==> src/pkg/lmc_pkg.sv <==
package lmc_pkg;
   localparam int NumCs        = 6;
   localparam int AddrHi       = 22;
   localparam int WordAddrBits = 21;
   localparam int BankSelLo    = 23;
   localparam logic [1:0] WidthBits8  = 2'h0;
   localparam logic [1:0] WidthBits16 = 2'h1;
   localparam logic [1:0] WidthBits32 = 2'h2;
   localparam logic [1:0] ModeSram    = 2'h0;
   localparam logic [1:0] ModeIoA     = 2'h1;
   localparam logic [1:0] ModeIoB     = 2'h2;
   localparam logic [1:0] ModeDual    = 2'h3;
   localparam logic [3:0] WaitReset   = 4'h2;
   localparam logic [NumCs-1:0] CsIdle = 6'h3f;
   localparam logic [3:0] WeIdle      = 4'hf;
   localparam logic [2:0] BurstReset  = 3'h0;

   typedef enum logic [4:0]
   {
      StIdle   = 5'b00001,
      StSetup  = 5'b00010,
      StStrobe = 5'b00100,
      StHold   = 5'b01000,
      StDone   = 5'b10000
   } lmc_state_type;
endpackage : lmc_pkg

==> src/logic/local_memory_io_controller.sv <==
`timescale 1ns/100ps
module local_memory_io_controller
   import lmc_pkg::*;
#(
   parameter int BurstMax = 4
)
(
   // clock and reset
   input  wire logic                  mclk,
   input  wire logic                  rst,
   // core request side
   input  wire logic                  reqValid,
   output logic                       reqReady,
   input  wire logic [31:0]           reqAddr,
   input  wire logic                  reqWrite,
   input  wire logic [3:0]            reqByteEn,
   input  wire logic [31:0]           reqWrData,
   input  wire logic [2:0]            reqBeats,
   input  wire logic                  reqSubBlock,
   output logic                       rdValid,
   output logic      [31:0]           rdData,
   output logic                       reqDone,
   // per-bank configuration
   input  wire logic [2*NumCs-1:0]    bankWidth,
   input  wire logic [2*NumCs-1:0]    bankMode,
   input  wire logic [4*NumCs-1:0]    bankWaits,
   input  wire logic [31:0]           win4Base,
   input  wire logic [31:0]           win4Mask,
   input  wire logic [31:0]           win5Base,
   input  wire logic [31:0]           win5Mask,
   // status
   output logic                       busy,
   output logic      [7:0]            restartCount,
   // memory pins
   output logic      [AddrHi:2]       memAddr,
   input  wire logic [31:0]           memDataIn,
   output logic      [31:0]           memDataOut,
   output logic                       memDataOe,
   output logic      [NumCs-1:0]      chipSelLow,
   output logic                       memOutEnLow,
   output logic      [3:0]            writeEnLow,
   input  wire logic                  memWaitLow,
   output logic                       bufferEnLow,
   output logic                       buffer_direction_low
);
   lmc_state_type stateReg;
   logic [NumCs-1:0] hit;
   logic [NumCs-1:0] bankReg;
   logic [2:0]       bankIdx;
   logic [31:0]      addrReg;
   logic [31:0]      baseReg;
   logic             writeReg;
   logic [3:0]       byteEnReg;
   logic [2:0]       beatsReg;
   logic [2:0]       beatReg;
   logic             subBlockReg;
   logic [3:0]       waitReg;
   logic             waitSync1;
   logic             waitSync2;
   logic [1:0]       widthSel;
   logic [1:0]       modeSel;
   logic [3:0]       waitsSel;
   logic             strobeWe;

   // pin input synchroniser, second stage only is read
   always_ff @(posedge mclk)
   begin
      if (rst)
      begin
         waitSync1 <= 1'b1;
         waitSync2 <= 1'b1;
      end
      else
      begin
         waitSync1 <= memWaitLow;
         waitSync2 <= waitSync1;
      end
   end

   lmc_decode u_decode
   (
      .addr     (reqAddr),
      .win4Base (win4Base),
      .win4Mask (win4Mask),
      .win5Base (win5Base),
      .win5Mask (win5Mask),
      .hit      (hit)
   );

   always_comb
   begin
      bankIdx = 3'h0;
      for (int k = 0; k < NumCs; k++)
      begin
         if (bankReg[k])
         begin
            bankIdx = 3'(k);
         end
      end
   end

   assign widthSel = bankWidth[2*bankIdx +: 2];
   assign modeSel  = bankMode[2*bankIdx +: 2];
   assign waitsSel = bankWaits[4*bankIdx +: 4];

   assign reqReady = (stateReg == StIdle) && (|hit);
   assign busy     = (stateReg != StIdle);

   // sequencing: setup, strobe with wait count, hold, next beat
   always_ff @(posedge mclk)
   begin
      if (rst)
      begin
         stateReg <= StIdle;
      end
      else
      begin
         unique case (stateReg)
            StIdle:
               if (reqValid && reqReady)
               begin
                  stateReg <= StSetup;
               end
            StSetup:
               stateReg <= StStrobe;
            StStrobe:
               if (modeSel == ModeDual && !waitSync2)
               begin
                  stateReg <= StSetup;
               end
               else if (waitReg == 4'h0 && waitSync2)
               begin
                  stateReg <= StHold;
               end
            StHold:
               if (beatReg == beatsReg)
               begin
                  stateReg <= StDone;
               end
               else
               begin
                  stateReg <= StSetup;
               end
            StDone:
               stateReg <= StIdle;
         endcase
      end
   end

   // automatic wait states, reloaded per strobe
   always_ff @(posedge mclk)
   begin
      if (rst)
      begin
         waitReg <= WaitReset;
      end
      else if (stateReg == StSetup)
      begin
         waitReg <= waitsSel;
      end
      else if (stateReg == StStrobe && waitReg != 4'h0)
      begin
         waitReg <= waitReg - 4'h1;
      end
   end

   always_ff @(posedge mclk)
   begin
      if (rst)
      begin
         restartCount <= 8'h00;
      end
      else if (stateReg == StStrobe && modeSel == ModeDual && !waitSync2)
      begin
         restartCount <= restartCount + 8'h01;
      end
   end

   // request capture and address stepping
   always_ff @(posedge mclk)
   begin
      if (rst)
      begin
         bankReg     <= '0;
         addrReg     <= '0;
         baseReg     <= '0;
         writeReg    <= 1'b0;
         byteEnReg   <= 4'h0;
         beatsReg    <= BurstReset;
         beatReg     <= BurstReset;
         subBlockReg <= 1'b0;
         memDataOut  <= '0;
      end
      else if (stateReg == StIdle && reqValid && reqReady)
      begin
         bankReg     <= hit;
         addrReg     <= reqAddr;
         baseReg     <= reqAddr;
         writeReg    <= reqWrite;
         byteEnReg   <= reqByteEn;
         beatsReg    <= (reqBeats >= 3'(BurstMax)) ?
                        3'(BurstMax - 1) : reqBeats;
         beatReg     <= BurstReset;
         subBlockReg <= reqSubBlock;
         memDataOut  <= reqWrData;
      end
      else if (stateReg == StHold && beatReg != beatsReg)
      begin
         beatReg <= beatReg + 3'h1;
         if (subBlockReg)
         begin
            // sub-block: flip word index bits, critical word first
            addrReg[3:2] <= baseReg[3:2] ^ 2'(beatReg + 3'h1);
         end
         else
         begin
            addrReg[23:2] <= addrReg[23:2] + 22'h1;
         end
      end
   end

   // read data capture at end of strobe
   always_ff @(posedge mclk)
   begin
      if (rst)
      begin
         rdValid <= 1'b0;
         rdData  <= '0;
      end
      else
      begin
         rdValid <= 1'b0;
         if (stateReg == StHold && !writeReg)
         begin
            rdValid <= 1'b1;
            rdData  <= memDataIn;
         end
      end
   end

   always_ff @(posedge mclk)
   begin
      if (rst)
      begin
         reqDone <= 1'b0;
      end
      else
      begin
         reqDone <= (stateReg == StHold) && (beatReg == beatsReg);
      end
   end

   // pin drivers, registered
   always_ff @(posedge mclk)
   begin
      if (rst)
      begin
         memAddr              <= '0;
         chipSelLow           <= CsIdle;
         memOutEnLow          <= 1'b1;
         bufferEnLow          <= 1'b1;
         buffer_direction_low <= 1'b1;
         memDataOe            <= 1'b0;
      end
      else
      begin
         memAddr <= addrReg[AddrHi:2];
         if (stateReg == StSetup || stateReg == StStrobe)
         begin
            chipSelLow           <= ~bankReg;
            memOutEnLow          <= writeReg;
            bufferEnLow          <= 1'b0;
            buffer_direction_low <= writeReg;
            memDataOe            <= writeReg;
         end
         else
         begin
            chipSelLow           <= CsIdle;
            memOutEnLow          <= 1'b1;
            bufferEnLow          <= 1'b1;
            buffer_direction_low <= 1'b1;
            memDataOe            <= 1'b0;
         end
      end
   end

   // write strobe from setup through the last wait, zero waits still strobe
   always_ff @(posedge mclk)
   begin
      if (rst)
      begin
         strobeWe <= 1'b0;
      end
      else
      begin
         strobeWe <= writeReg
                     && (stateReg == StSetup
                         || (stateReg == StStrobe
                             && !(waitReg == 4'h0 && waitSync2)));
      end
   end

   lmc_lanes u_lanes
   (
      .width    (widthSel),
      .byteAddr (addrReg[1:0]),
      .byteEn   (byteEnReg),
      .strobe   (strobeWe),
      .weLow    (writeEnLow)
   );
endmodule : local_memory_io_controller

==> src/logic/lmc_decode.sv <==
`timescale 1ns/100ps
module lmc_decode
   import lmc_pkg::*;
(
   // access address, byte granular
   input  wire logic [31:0]      addr,
   // programmable windows for chip selects 4 and 5
   input  wire logic [31:0]      win4Base,
   input  wire logic [31:0]      win4Mask,
   input  wire logic [31:0]      win5Base,
   input  wire logic [31:0]      win5Mask,
   // one-hot hit, active high
   output logic      [NumCs-1:0] hit
);
   // fixed banks sit at consecutive 8MB slots above bit 23
   genvar i;
   generate
      for (i = 0; i < NumCs - 2; i++)
      begin : g_fixed
         assign hit[i] = (addr[31:BankSelLo] == 9'(i));
      end
   endgenerate

   // window hits only if no fixed bank claimed the address, keeps one-hot
   logic anyFixed;
   assign anyFixed = |hit[NumCs-3:0];
   assign hit[4] = !anyFixed && ((addr & win4Mask) == win4Base);
   assign hit[5] = !anyFixed && !hit[4]
                   && ((addr & win5Mask) == win5Base);
endmodule : lmc_decode

==> src/logic/lmc_lanes.sv <==
`timescale 1ns/100ps
module lmc_lanes
   import lmc_pkg::*;
(
   // port width and byte address bits
   input  wire logic [1:0] width,
   input  wire logic [1:0] byteAddr,
   // byte enables of the request, active high
   input  wire logic [3:0] byteEn,
   // write strobe phase
   input  wire logic       strobe,
   // active low enables toward the pins in 32 bit width, bit 2 carries address in 16 bit width, bits 2:1 in 8 bit width
   output logic      [3:0] weLow
);
   always_comb
   begin
      weLow = WeIdle;
      unique case (width)
         WidthBits32: weLow = ~(byteEn & {4{strobe}});
         WidthBits16:
         begin
            weLow[3] = ~(strobe && (byteEn[1] || byteEn[3]));
            weLow[2] = byteAddr[1];
            weLow[1] = 1'b0;
            weLow[0] = ~(strobe && (byteEn[0] || byteEn[2]));
         end
         default:
         begin
            weLow[3] = 1'b1;
            weLow[2] = byteAddr[1];
            weLow[1] = byteAddr[0];
            weLow[0] = ~(strobe && (|byteEn));
         end
      endcase
   end
endmodule : lmc_lanes

==> config.mk <==
export PLATFORM = sky130hd
export DESIGN_NAME = local_memory_io_controller
export DESIGN_NICKNAME = d
export VERILOG_FILES = /design/src/pkg/lmc_pkg.sv /design/src/logic/local_memory_io_controller.sv /design/src/logic/lmc_decode.sv /design/src/logic/lmc_lanes.sv
export SDC_FILE = /design/constraint.sdc
export NUM_CORES = 1
export LEC_CHECK = 0
export BUFFER_PORTS_ARGS = -buffer_cell sky130_fd_sc_hd__clkbuf_2
export CAP_MARGIN = 15
export CORE_AREA = 8 8 148 150
export CTS_CLUSTER_DIAMETER = 120
export DETAILED_ROUTE_END_ITERATION = 8
export DIE_AREA = 0 0 156 158
export GPL_TIMING_DRIVEN = 1
export PLACE_DENSITY = 0.81
export SYNTH_ARGS = -nofsm -noshare
export SYNTH_HDL_FRONTEND = slang
export SYNTH_SLANG_ARGS = --single-unit
==> constraint.sdc <==
create_clock -name mclk -period 2.9 [get_ports mclk]
set_input_delay 0.29 -clock mclk [delete_from_list [all_inputs] [get_ports mclk]]
set_output_delay 0.29 -clock mclk [all_outputs]
set_load 0.02 [all_outputs]
Word level (Yosys, flattened, before mapping)
Index checks and enable logic that the tools add are counted.
{"block": "word_totals", "ff_bits": 162, "wordCells": 123}
{"block": "op_classes", "n_addsub": 4, "order_cmp": 1, "eq_ne": 19, "n_shift": 3, "n_mux": 20, "bitwise_logic": 10, "reduce_logical": 41}
{"cell": "$and A32 B32 Y32", "count": 2}
{"cell": "$eq A32 B32 Y1", "count": 2}
{"cell": "$mux W22", "count": 2}
{"cell": "$pmux W5 S5", "count": 1}
{"cell": "$shiftx A12 B5 Y2", "count": 2}
{"cell": "$shiftx A24 B6 Y4", "count": 1}
{"cell": "$add A22 B1 Y22 const B", "count": 1}
{"cell": "$logic_and A1 B1 Y1", "count": 20}
{"cell": "$mux W20", "count": 1}
{"cell": "$mux W5", "count": 4}
{"cell": "$eq A9 B2 Y1 const B", "count": 2}
{"cell": "$mux W3", "count": 5}
{"cell": "$eq A9 B1 Y1 const B", "count": 1}
{"cell": "$logic_not A9 Y1", "count": 1}
{"cell": "$add A8 B1 Y8 const B", "count": 1}
{"cell": "$mux W4", "count": 2}
{"cell": "$pmux W4 S2", "count": 1}
{"cell": "$reduce_or A4 Y1", "count": 2}
{"cell": "$not A6 Y6", "count": 1}
{"cell": "$reduce_or A6 Y1", "count": 1}
{"cell": "$eq A5 B1 Y1 const B", "count": 1}
{"cell": "$eq A5 B2 Y1 const B", "count": 1}
{"cell": "$eq A5 B3 Y1 const B", "count": 1}
{"cell": "$eq A5 B4 Y1 const B", "count": 1}
{"cell": "other kinds (24)", "count": 41}

Logic depth before layout (Yosys ltp)
Gate-level depths: netlist of run 1.
{"block": "depth", "word_depth": 12, "mapped_depth": 14, "mapped_depth_nobuf": 13}

Cells and area by module
A second synthesis of run 1 with hierarchy kept.
{"block": "unflattened", "cells_unflattened": 958, "hier_area_um2": 7781.2}
{"mod": "local_memory_io_controller", "instances": 1, "cells_each": 765, "area_per_inst_um2": 6510.0}
{"mod": "lmc_decode", "instances": 1, "cells_each": 172, "area_per_inst_um2": 1129.8}
{"mod": "lmc_lanes", "instances": 1, "cells_each": 21, "area_per_inst_um2": 141.4}

Worst setup path before layout of run 1
OpenSTA, ideal clock, no wires.
{"block": "synth_timing", "path_type": "reg2out", "start": "reg bankReg[2]", "end": "out writeEnLow[0]", "arrival_time_ns": 2.533, "required_time_ns": 2.610, "slack_ns": 0.077, "path_stages_with_launch": 12, "cell_sequence": "dfxtp_1 nand2b_1 a21oi_1 or2_0 buf_2 mux4_2 mux2i_1 o21a_1 ha_1 o32a_1 o21ai_0 o31a_1"}
{"block": "synth_via", "elab_chain_len": 7, "elab_cells_between_ends": 8}
{"item": "start: declaration", "line_no": "local_memory_io_controller.sv:48", "text": "logic [NumCs-1:0] bankReg;"}
{"item": "start signal: assignment", "line_no": "local_memory_io_controller.sv:196", "text": "bankReg <= hit;"}
{"item": "$mux W3 (*) (4 in a row)", "line_no": "local_memory_io_controller.sv:95", "text": "if (bankReg[k])"}
{"item": "$shiftx A12 B5 Y2 (*)", "line_no": "local_memory_io_controller.sv:102", "text": "assign widthSel = bankWidth[2*bankIdx +: 2];"}
{"item": "$eq A2 B1 Y1 or $eq A2 B2 Y1 (tied branches)", "line_no": "lmc_lanes.sv:18", "text": "unique case (width)"}
{"item": "$pmux W4 S2 (*)", "line_no": "lmc_lanes.sv:18"}
{"item": "end: declaration", "line_no": "local_memory_io_controller.sv:41", "text": "output logic [3:0] writeEnLow,"}
Mark *: on every way between the ends. The rest lies on a longest branch, timed or not.

Final worst setup path of run 1
Ends and elaborated chain as after synthesis.

==> results of run 1 <==
==> state kept, by name (all words and copies together) (netlist names), 3 cells and up <==
register      cells
baseReg           3
chipSelLow        6
stateReg          5
waitReg           4
bankReg           6
rdData           32
byteEnReg         4
memAddr          21
addrReg          22
restartCount      8
beatReg           3
beatsReg          3
memDataOut       32
==> power by group <==
part | total, mW | internal (mW) | switching, mW
Combinational | 0.530 | 0.259 | 0.271
Sequential | 2.20 | 2.19 | 0.0107
Clock | 2.28 | 1.24 | 1.04
Total | 5.02 | 3.70 | 1.32
==> worst min path at each step <==
| stage | start | end | depth (start not counted) |
|---|---|---|---|
| final | memDataIn[26] | rdData[26] | 3 |
| after global routing | memDataIn[18] | rdData[18] | 3 |
| after CTS | memDataIn[21] | rdData[21] | 3 |
| after detailed placement | bankReg[1] | chipSelLow[1] | 1 |
| after global placement | bankReg[1] | chipSelLow[1] | 1 |
| after floorplan | bankReg[0] | chipSelLow[0] | 1 |
==> cell families after synthesis <==
logic type	count (synthesis)	synth area share (%)
AOI/OAI and AO/OA	211	18.66
and+or+nand+nor	369	24.27
buffers and inverters	56	3.610
DFF	159	40.64
muxes	61	8.514
adders and majority gates	6	0.9584
xor gates and xnor gates	30	3.355
==> routing by layer <==
| layer | up-vias | GRT usage [%] | wire length (µm) |
|---|---|---|---|
| met5 | - | 0 | 0 |
| met4 | 0 | 8.688 | 773 |
| met2 | 339 | 37.68 | 14080 |
| li1 | 3993 | - | - |
| met1 | 3816 | 24.58 | 10970 |
| met3 | 55 | 7.699 | 2449 |
==> cell usage in the layout (no fill, tap or decap), types with 22 or more instances in the layout <==
master,instances
a211oi_2,22
a21oi_1,85
and3_1,40
buf_4,23
clkbuf_2,390
dfxtp_1,157
mux2i_1,52
nand2_1,98
nand3_1,33
nor2_1,87
nor2b_1,25
xor2_1,26
==> what timing repair did <==
item                                    in CTS  in global routing
resized for setup                           28                  5
endpoints found under the setup margin       4                  4
pin swaps                                   11                  5
setup buffers                                2                  2
cloned                                       0                  0
==> cells in the mapped netlist, drive strengths merged (6+ instances only) <==
cell / number
xor2: 26
nand2: 100
a211oi: 40
nor3: 14
mux2i: 52
clkbuf: 29
inv: 10
ha: 6
nand3: 33
a21oi: 86
and3: 40
nor2b: 25
nor2: 89
and3b: 17
o22a: 16
buf: 17
o21ai: 16
a21boi: 18
a21o: 17
nand4: 14
dfxtp: 159
nor3b: 6
==> tightest hold or removal path, delay by kind of cell <==
family / cells / cell delay, ns
buf+inv: 1 / 0.08
compound gates: 1 / 0.05
simple gates: 1 / 0.04
==> layout make-up <==
class / instances / area [µm²] / share of cell area [%]
Sequential cell: 159 / 3186 / 29.25
Clock inverter: 15 / 193.9 / 1.781
Inverter: 10 / 37.54 / 0.3447
Clock buffer: 17 / 425.4 / 3.907
Tap cell: 270 / 337.8 / 3.102
Timing Repair Buffer: 421 / 2255 / 20.71
Multi-Input combinational cell: 677 / 4454 / 40.91
==> flow_metrics.py, run 1 <==
metrics = {
    "timing": {
        "holdWs_ns": 0.08253,
        "finalCritPeriodShare_pct": 107.0,
        "setup_ws_ns": -0.2029,
        "skew_ns": 0.01080,
        "fmax_mhz": 322.3,
        "final.setup.tns_ns": -0.4749,
        "setup_violations": 4,
        "rsz0062_at_grt": "yes",
        "final-hold-violation-count": 0,
        "fin_crit_ns": 3.103,
        "final_max_slew_viol_count": 0,
        "max_slew_margin_pct": 56.26,
        "worst_pin_slew_ns": 0.6533,
    },
    "route": {
        "via_count": 8203,
        "drcViolationCount": 0,
        "dr.pass1.iters": 5,
        "drtAntennaViolNets": 0,
        "routed_wl_mm": 28.28,
        "drtIter0Drc": 584,
        "avgRoutedWirePerCell_um": 18.02,
        "vias_per_cell": 5.228,
    },
    "grt": {
        "grt_max_degree": 51,
        "antenna_found_initial": 0,
        "grt_pass1_wl_mm": 42.40,
        "grt_pass1_vias": 8195,
        "grt_usage_pct": 21.98,
        "grt_overflow_total": 0,
    },
    "cts": {
        "clockBufferDepth": 2,
        "cts_tree": "built",
        "clock_latency_ns": 0.42,
        "cts_hold_buf": 0,
        "htreeDepth": 4,
        "cts_sinks": 159,
        "clk_pin_slew_ns": 0.07,
        "cts-root-buf": "clkbuf_16",
        "cts-buffers-inserted": 17,
    },
    "setup_path": {
        "cp_data_arrival_time_ns": 2.81,
        "worstSetupEndpoint": "writeEnLow[0]",
        "start_kind": "flip-flop",
        "r2r_slack_ns": 0.52,
        "worstPathCellList": "nand2b_4 > a21oi_2 > or2_4 > mux4_2 > mux2i_1 > o21a_1 > ha_4 > o32a_1 > o21ai_1 > o31a_1 > clkbuf_8",
        "worst_path_max_delay_cell": "mux4_2",
        "rr_worst_depth": 10,
        "crit_start": "bankReg[2]",
        "r2r_end": "restartCount[7]",
        "worst-path-buf-inv": 1,
        "critPathMaxStageDelay_ns": 0.50,
        "path_class": "reg2out",
        "cp_max_fo": 2,
        "crit_path_end_kind": "output port",
        "critical_path_depth": 11,
        "critPathRequiredTime_ns": 2.61,
        "crit_family": "compound AO/OA/AOI/OAI gates",
        "r2r-start": "bankReg[3]",
    },
    "synth": {
        "synth_top_area_share_pct": 40.64,
        "synth_nets": 1183,
        "synth_cells": 892,
        "syn_area_um2": 7833,
        "yosysWarnings": 0,
        "synth_ff_type": "dfxtp_1",
        "yosys.area.top_type": "dfxtp_1",
        "netlist_top_cells_area": "dfxtp_1 41%, mux2i_1 6.6%, a21oi_1 5.5%",
        "synth_enable_flop_cells": 0,
        "synth_seq_area_share_pct": 40.64,
        "syn_avg_cell_area_um2": 8.781,
        "synthArstFlopShare_pct": 0,
        "synth_cell_types": 55,
        "synth_seq_cells": 159,
    },
    "outcome": {
        "status": "complete, but fails checks",
        "violations": "setup timing",
    },
    "final_layout": {
        "fin_cells": 1569,
        "layout-drive-gt1-share_pct": 39.11,
        "n_antenna_cell": 0,
        "final_util_pct": 55.24,
        "n_fill_cell": 1816,
        "area_growth_pct": 39.03,
        "fin_area_um2": 10890,
        "nNetsFinal": 1577,
    },
    "die": {
        "die_x_um": 156,
        "initial_core_util_pct": 39.73,
        "ioPinCount": 396,
        "row_count": 52,
        "die_area_um2": 24650,
        "die_h_um": 158,
        "core_area_um2": 19710,
    },
    "place": {
        "dp_slack_ns": -0.003852,
        "placedInstanceArea_um2": 10120,
        "gp_congestion": 0.9366,
        "dp.cells": 1533,
        "io_buffers": 395,
        "post-dp-hpwl_mm": 22.49,
    },
    "pwr": {
        "powerDensity_nw_per_um2": 460.6,
        "p_leak_nw": 5.335,
        "p_total_mw": 5.016,
        "ir_drop_uv": 374.1,
    },
    "run": {
        "max-cap-violations": 0,
    },
    "worst_hold_path": {
        "hold_path_class": "in2reg",
    },
}
Note: power is estimated with default switching activity, not from simulation.
==> run 2, diff against run 1 <==
CELL_PAD_IN_SITES_DETAIL_PLACEMENT = 1   (was default)
CELL_PAD_IN_SITES_GLOBAL_PLACEMENT = 1   (was default)
CORE_AREA = default   (was 8 8 148 150)
CORE_MARGIN = 8   (was default)
CORE_UTILIZATION = 33   (was default)
DIE_AREA = default   (was 0 0 156 158)
PLACE_DENSITY = 0.9   (was 0.81)
==> run 2 against run 1 <==
The flow still finishes with violations (setup timing); clock power hardly changed; final area grew 0.70%; worst setup slack got worse by 0.13 ns; sequential power hardly changed; critical path depth grew 4; worst hold slack got worse by 0.026 ns.
==> flow_metrics.py, run 2 (synthesis gave the netlist of run 1 again) <==
metrics = {
    "timing": {
        "setup_violations": 4,
        "final.setup.tns_ns": -1.082,
        "final_max_slew_viol_count": 0,
        "fmax_mhz": 309.2,
        "holdWs_ns": 0.05670,
        "finalCritPeriodShare_pct": 111.5,
        "rsz0062_at_grt": "yes",
        "skew_ns": 0.01009,
        "setup_ws_ns": -0.3343,
        "max_slew_margin_pct": 47.08,
        "fin_crit_ns": 3.234,
        "worst_pin_slew_ns": 0.7939,
        "final-hold-violation-count": 0,
    },
    "route": {
        "drcViolationCount": 0,
        "routed_wl_mm": 31.84,
        "drtIter0Drc": 355,
        "drtAntennaViolNets": 0,
        "dr.pass1.iters": 4,
        "via_count": 8289,
        "vias_per_cell": 5.107,
        "avgRoutedWirePerCell_um": 19.62,
    },
    "final_layout": {
        "nNetsFinal": 1578,
        "fin_cells": 1623,
        "area_growth_pct": 40.00,
        "final_common_cell": "clkbuf_2",
        "reg.largest.list": "memDataOut: 32 flops, rdData: 32 flops, addrReg: 22 flops",
        "layout-drive-gt1-share_pct": 39.08,
        "mostFrequentLayoutCells": "390 x clkbuf_2, 158 x dfxtp_1, 99 x nand2_1, 88 x nor2_1, 85 x a21oi_1",
        "fin_area_um2": 10970,
    },
    "setup_path": {
        "cp_data_arrival_time_ns": 2.94,
        "start_kind": "flip-flop",
        "path_class": "reg2out",
        "critPathRequiredTime_ns": 2.61,
        "crit_path_end_kind": "output port",
        "cp_max_fo": 11,
    },
    "cts": {
        "clk_pin_slew_ns": 0.07,
        "cts_hold_buf": 0,
        "clock_latency_ns": 0.42,
        "clockBufferDepth": 2,
        "cts_sinks": 159,
        "cts-buffers-inserted": 17,
        "cts_tree": "built",
        "cts-root-buf": "clkbuf_16",
        "htreeDepth": 4,
    },
    "place": {
        "post-dp-hpwl_mm": 25.73,
        "placedInstanceArea_um2": 10190,
        "io_buffers": 395,
        "gp_congestion": 0.8966,
        "dp.cells": 1584,
    },
    "pwr": {
        "powerDensity_nw_per_um2": 460.3,
        "ir_drop_uv": 371.4,
        "p_leak_nw": 5.328,
        "p_total_mw": 5.047,
    },
    "outcome": {
        "status": "complete, but fails checks",
        "violations": "setup timing",
    },
    "grt": {
        "antenna_found_initial": 4,
        "grt_pass1_vias": 8917,
        "grt_usage_pct": 21.02,
        "grt_max_degree": 66,
        "grt_pass1_wl_mm": 47.72,
        "grt_overflow_total": 0,
    },
    "worst_hold_path": {
        "hold_path_class": "in2reg",
    },
    "die": {
        "die_area_um2": 28920,
        "ioPinCount": 396,
        "die_h_um": 170.1,
        "die_x_um": 170.1,
        "initial_core_util_pct": 33.47,
        "core_area_um2": 23400,
        "row_count": 56,
    },
    "run": {
        "max-cap-violations": 0,
    },
}
-- run 2: critical path, stage by stage, from the launching register on --
cell and delay, ns:
dfxtp_1 0.35, buf_4 0.19, nor2_1 0.20, nand2_2 0.14, a22oi_1 0.29, a211oi_2 0.13, a21oi_1 0.13, o21a_1 0.19
inv_2 0.07, ha_4 0.16, buf_6 0.12, nor2b_1 0.11, o21ai_1 0.10, o21ai_1 0.10, nand2b_1 0.09, clkbuf_8 0.16
-- run 2: cell type report --
| type | count | area, µm² |
|---|---|---|
| clock inverter | 15 | 196.4 |
| sequential | 159 | 3184 |
| multi-input combinational | 677 | 4454 |
| timing repair buffer | 422 | 2258 |
| clock buffer | 17 | 425.4 |
| tap | 319 | 399.1 |
| fill | 2893 | 12440 |
| inverter | 10 | 37.54 |
| antenna | 4 | 10.01 |
-- run 2: stage by stage --
stage	setup slack [ns]	util (%)
global placement	0.09940	43.53
floorplan	0.07685	-
CTS	-0.3218	46.58
global route	-0.5170	46.85
finish	-0.3343	46.86
detailed placement	0.02187	43.53
-- run 2: repair_timing --
action	4_1_cts	5_1_grt
buffers inserted	2	1
endpoints found under the setup margin	4	4
pin swaps	9	8
resized for setup	22	12
-- run 2: worst paths after layout --
kind | start | endpoint | slack, ns | cells past startpoint
hold / removal | memWaitLow | waitSync1 | 0.06 | 2
setup / recovery | bankReg[4] | writeEnLow[3] | -0.33 | 15
hold reg to reg | bankReg[0] | chipSelLow[0] | 0.41 | 1
setup reg to reg | stateReg[1] | addrReg[16] | 0.53 | 6
-- run 2: layer usage --
layer	track usage [%]	share of wire [%]	vias up
li1	-	-	3981
met1	23.53	39	3969
met2	36.35	49	274
met3	6.812	8.3	63
met4	8.543	3.3	2
met5	0	0.041	-
-- run 2: power by group --
group | total, mW | switching (mW) | internal [mW]
registers | 2.20 | 0.0109 | 2.19
clock network | 2.31 | 1.06 | 1.25
logic | 0.533 | 0.273 | 0.260
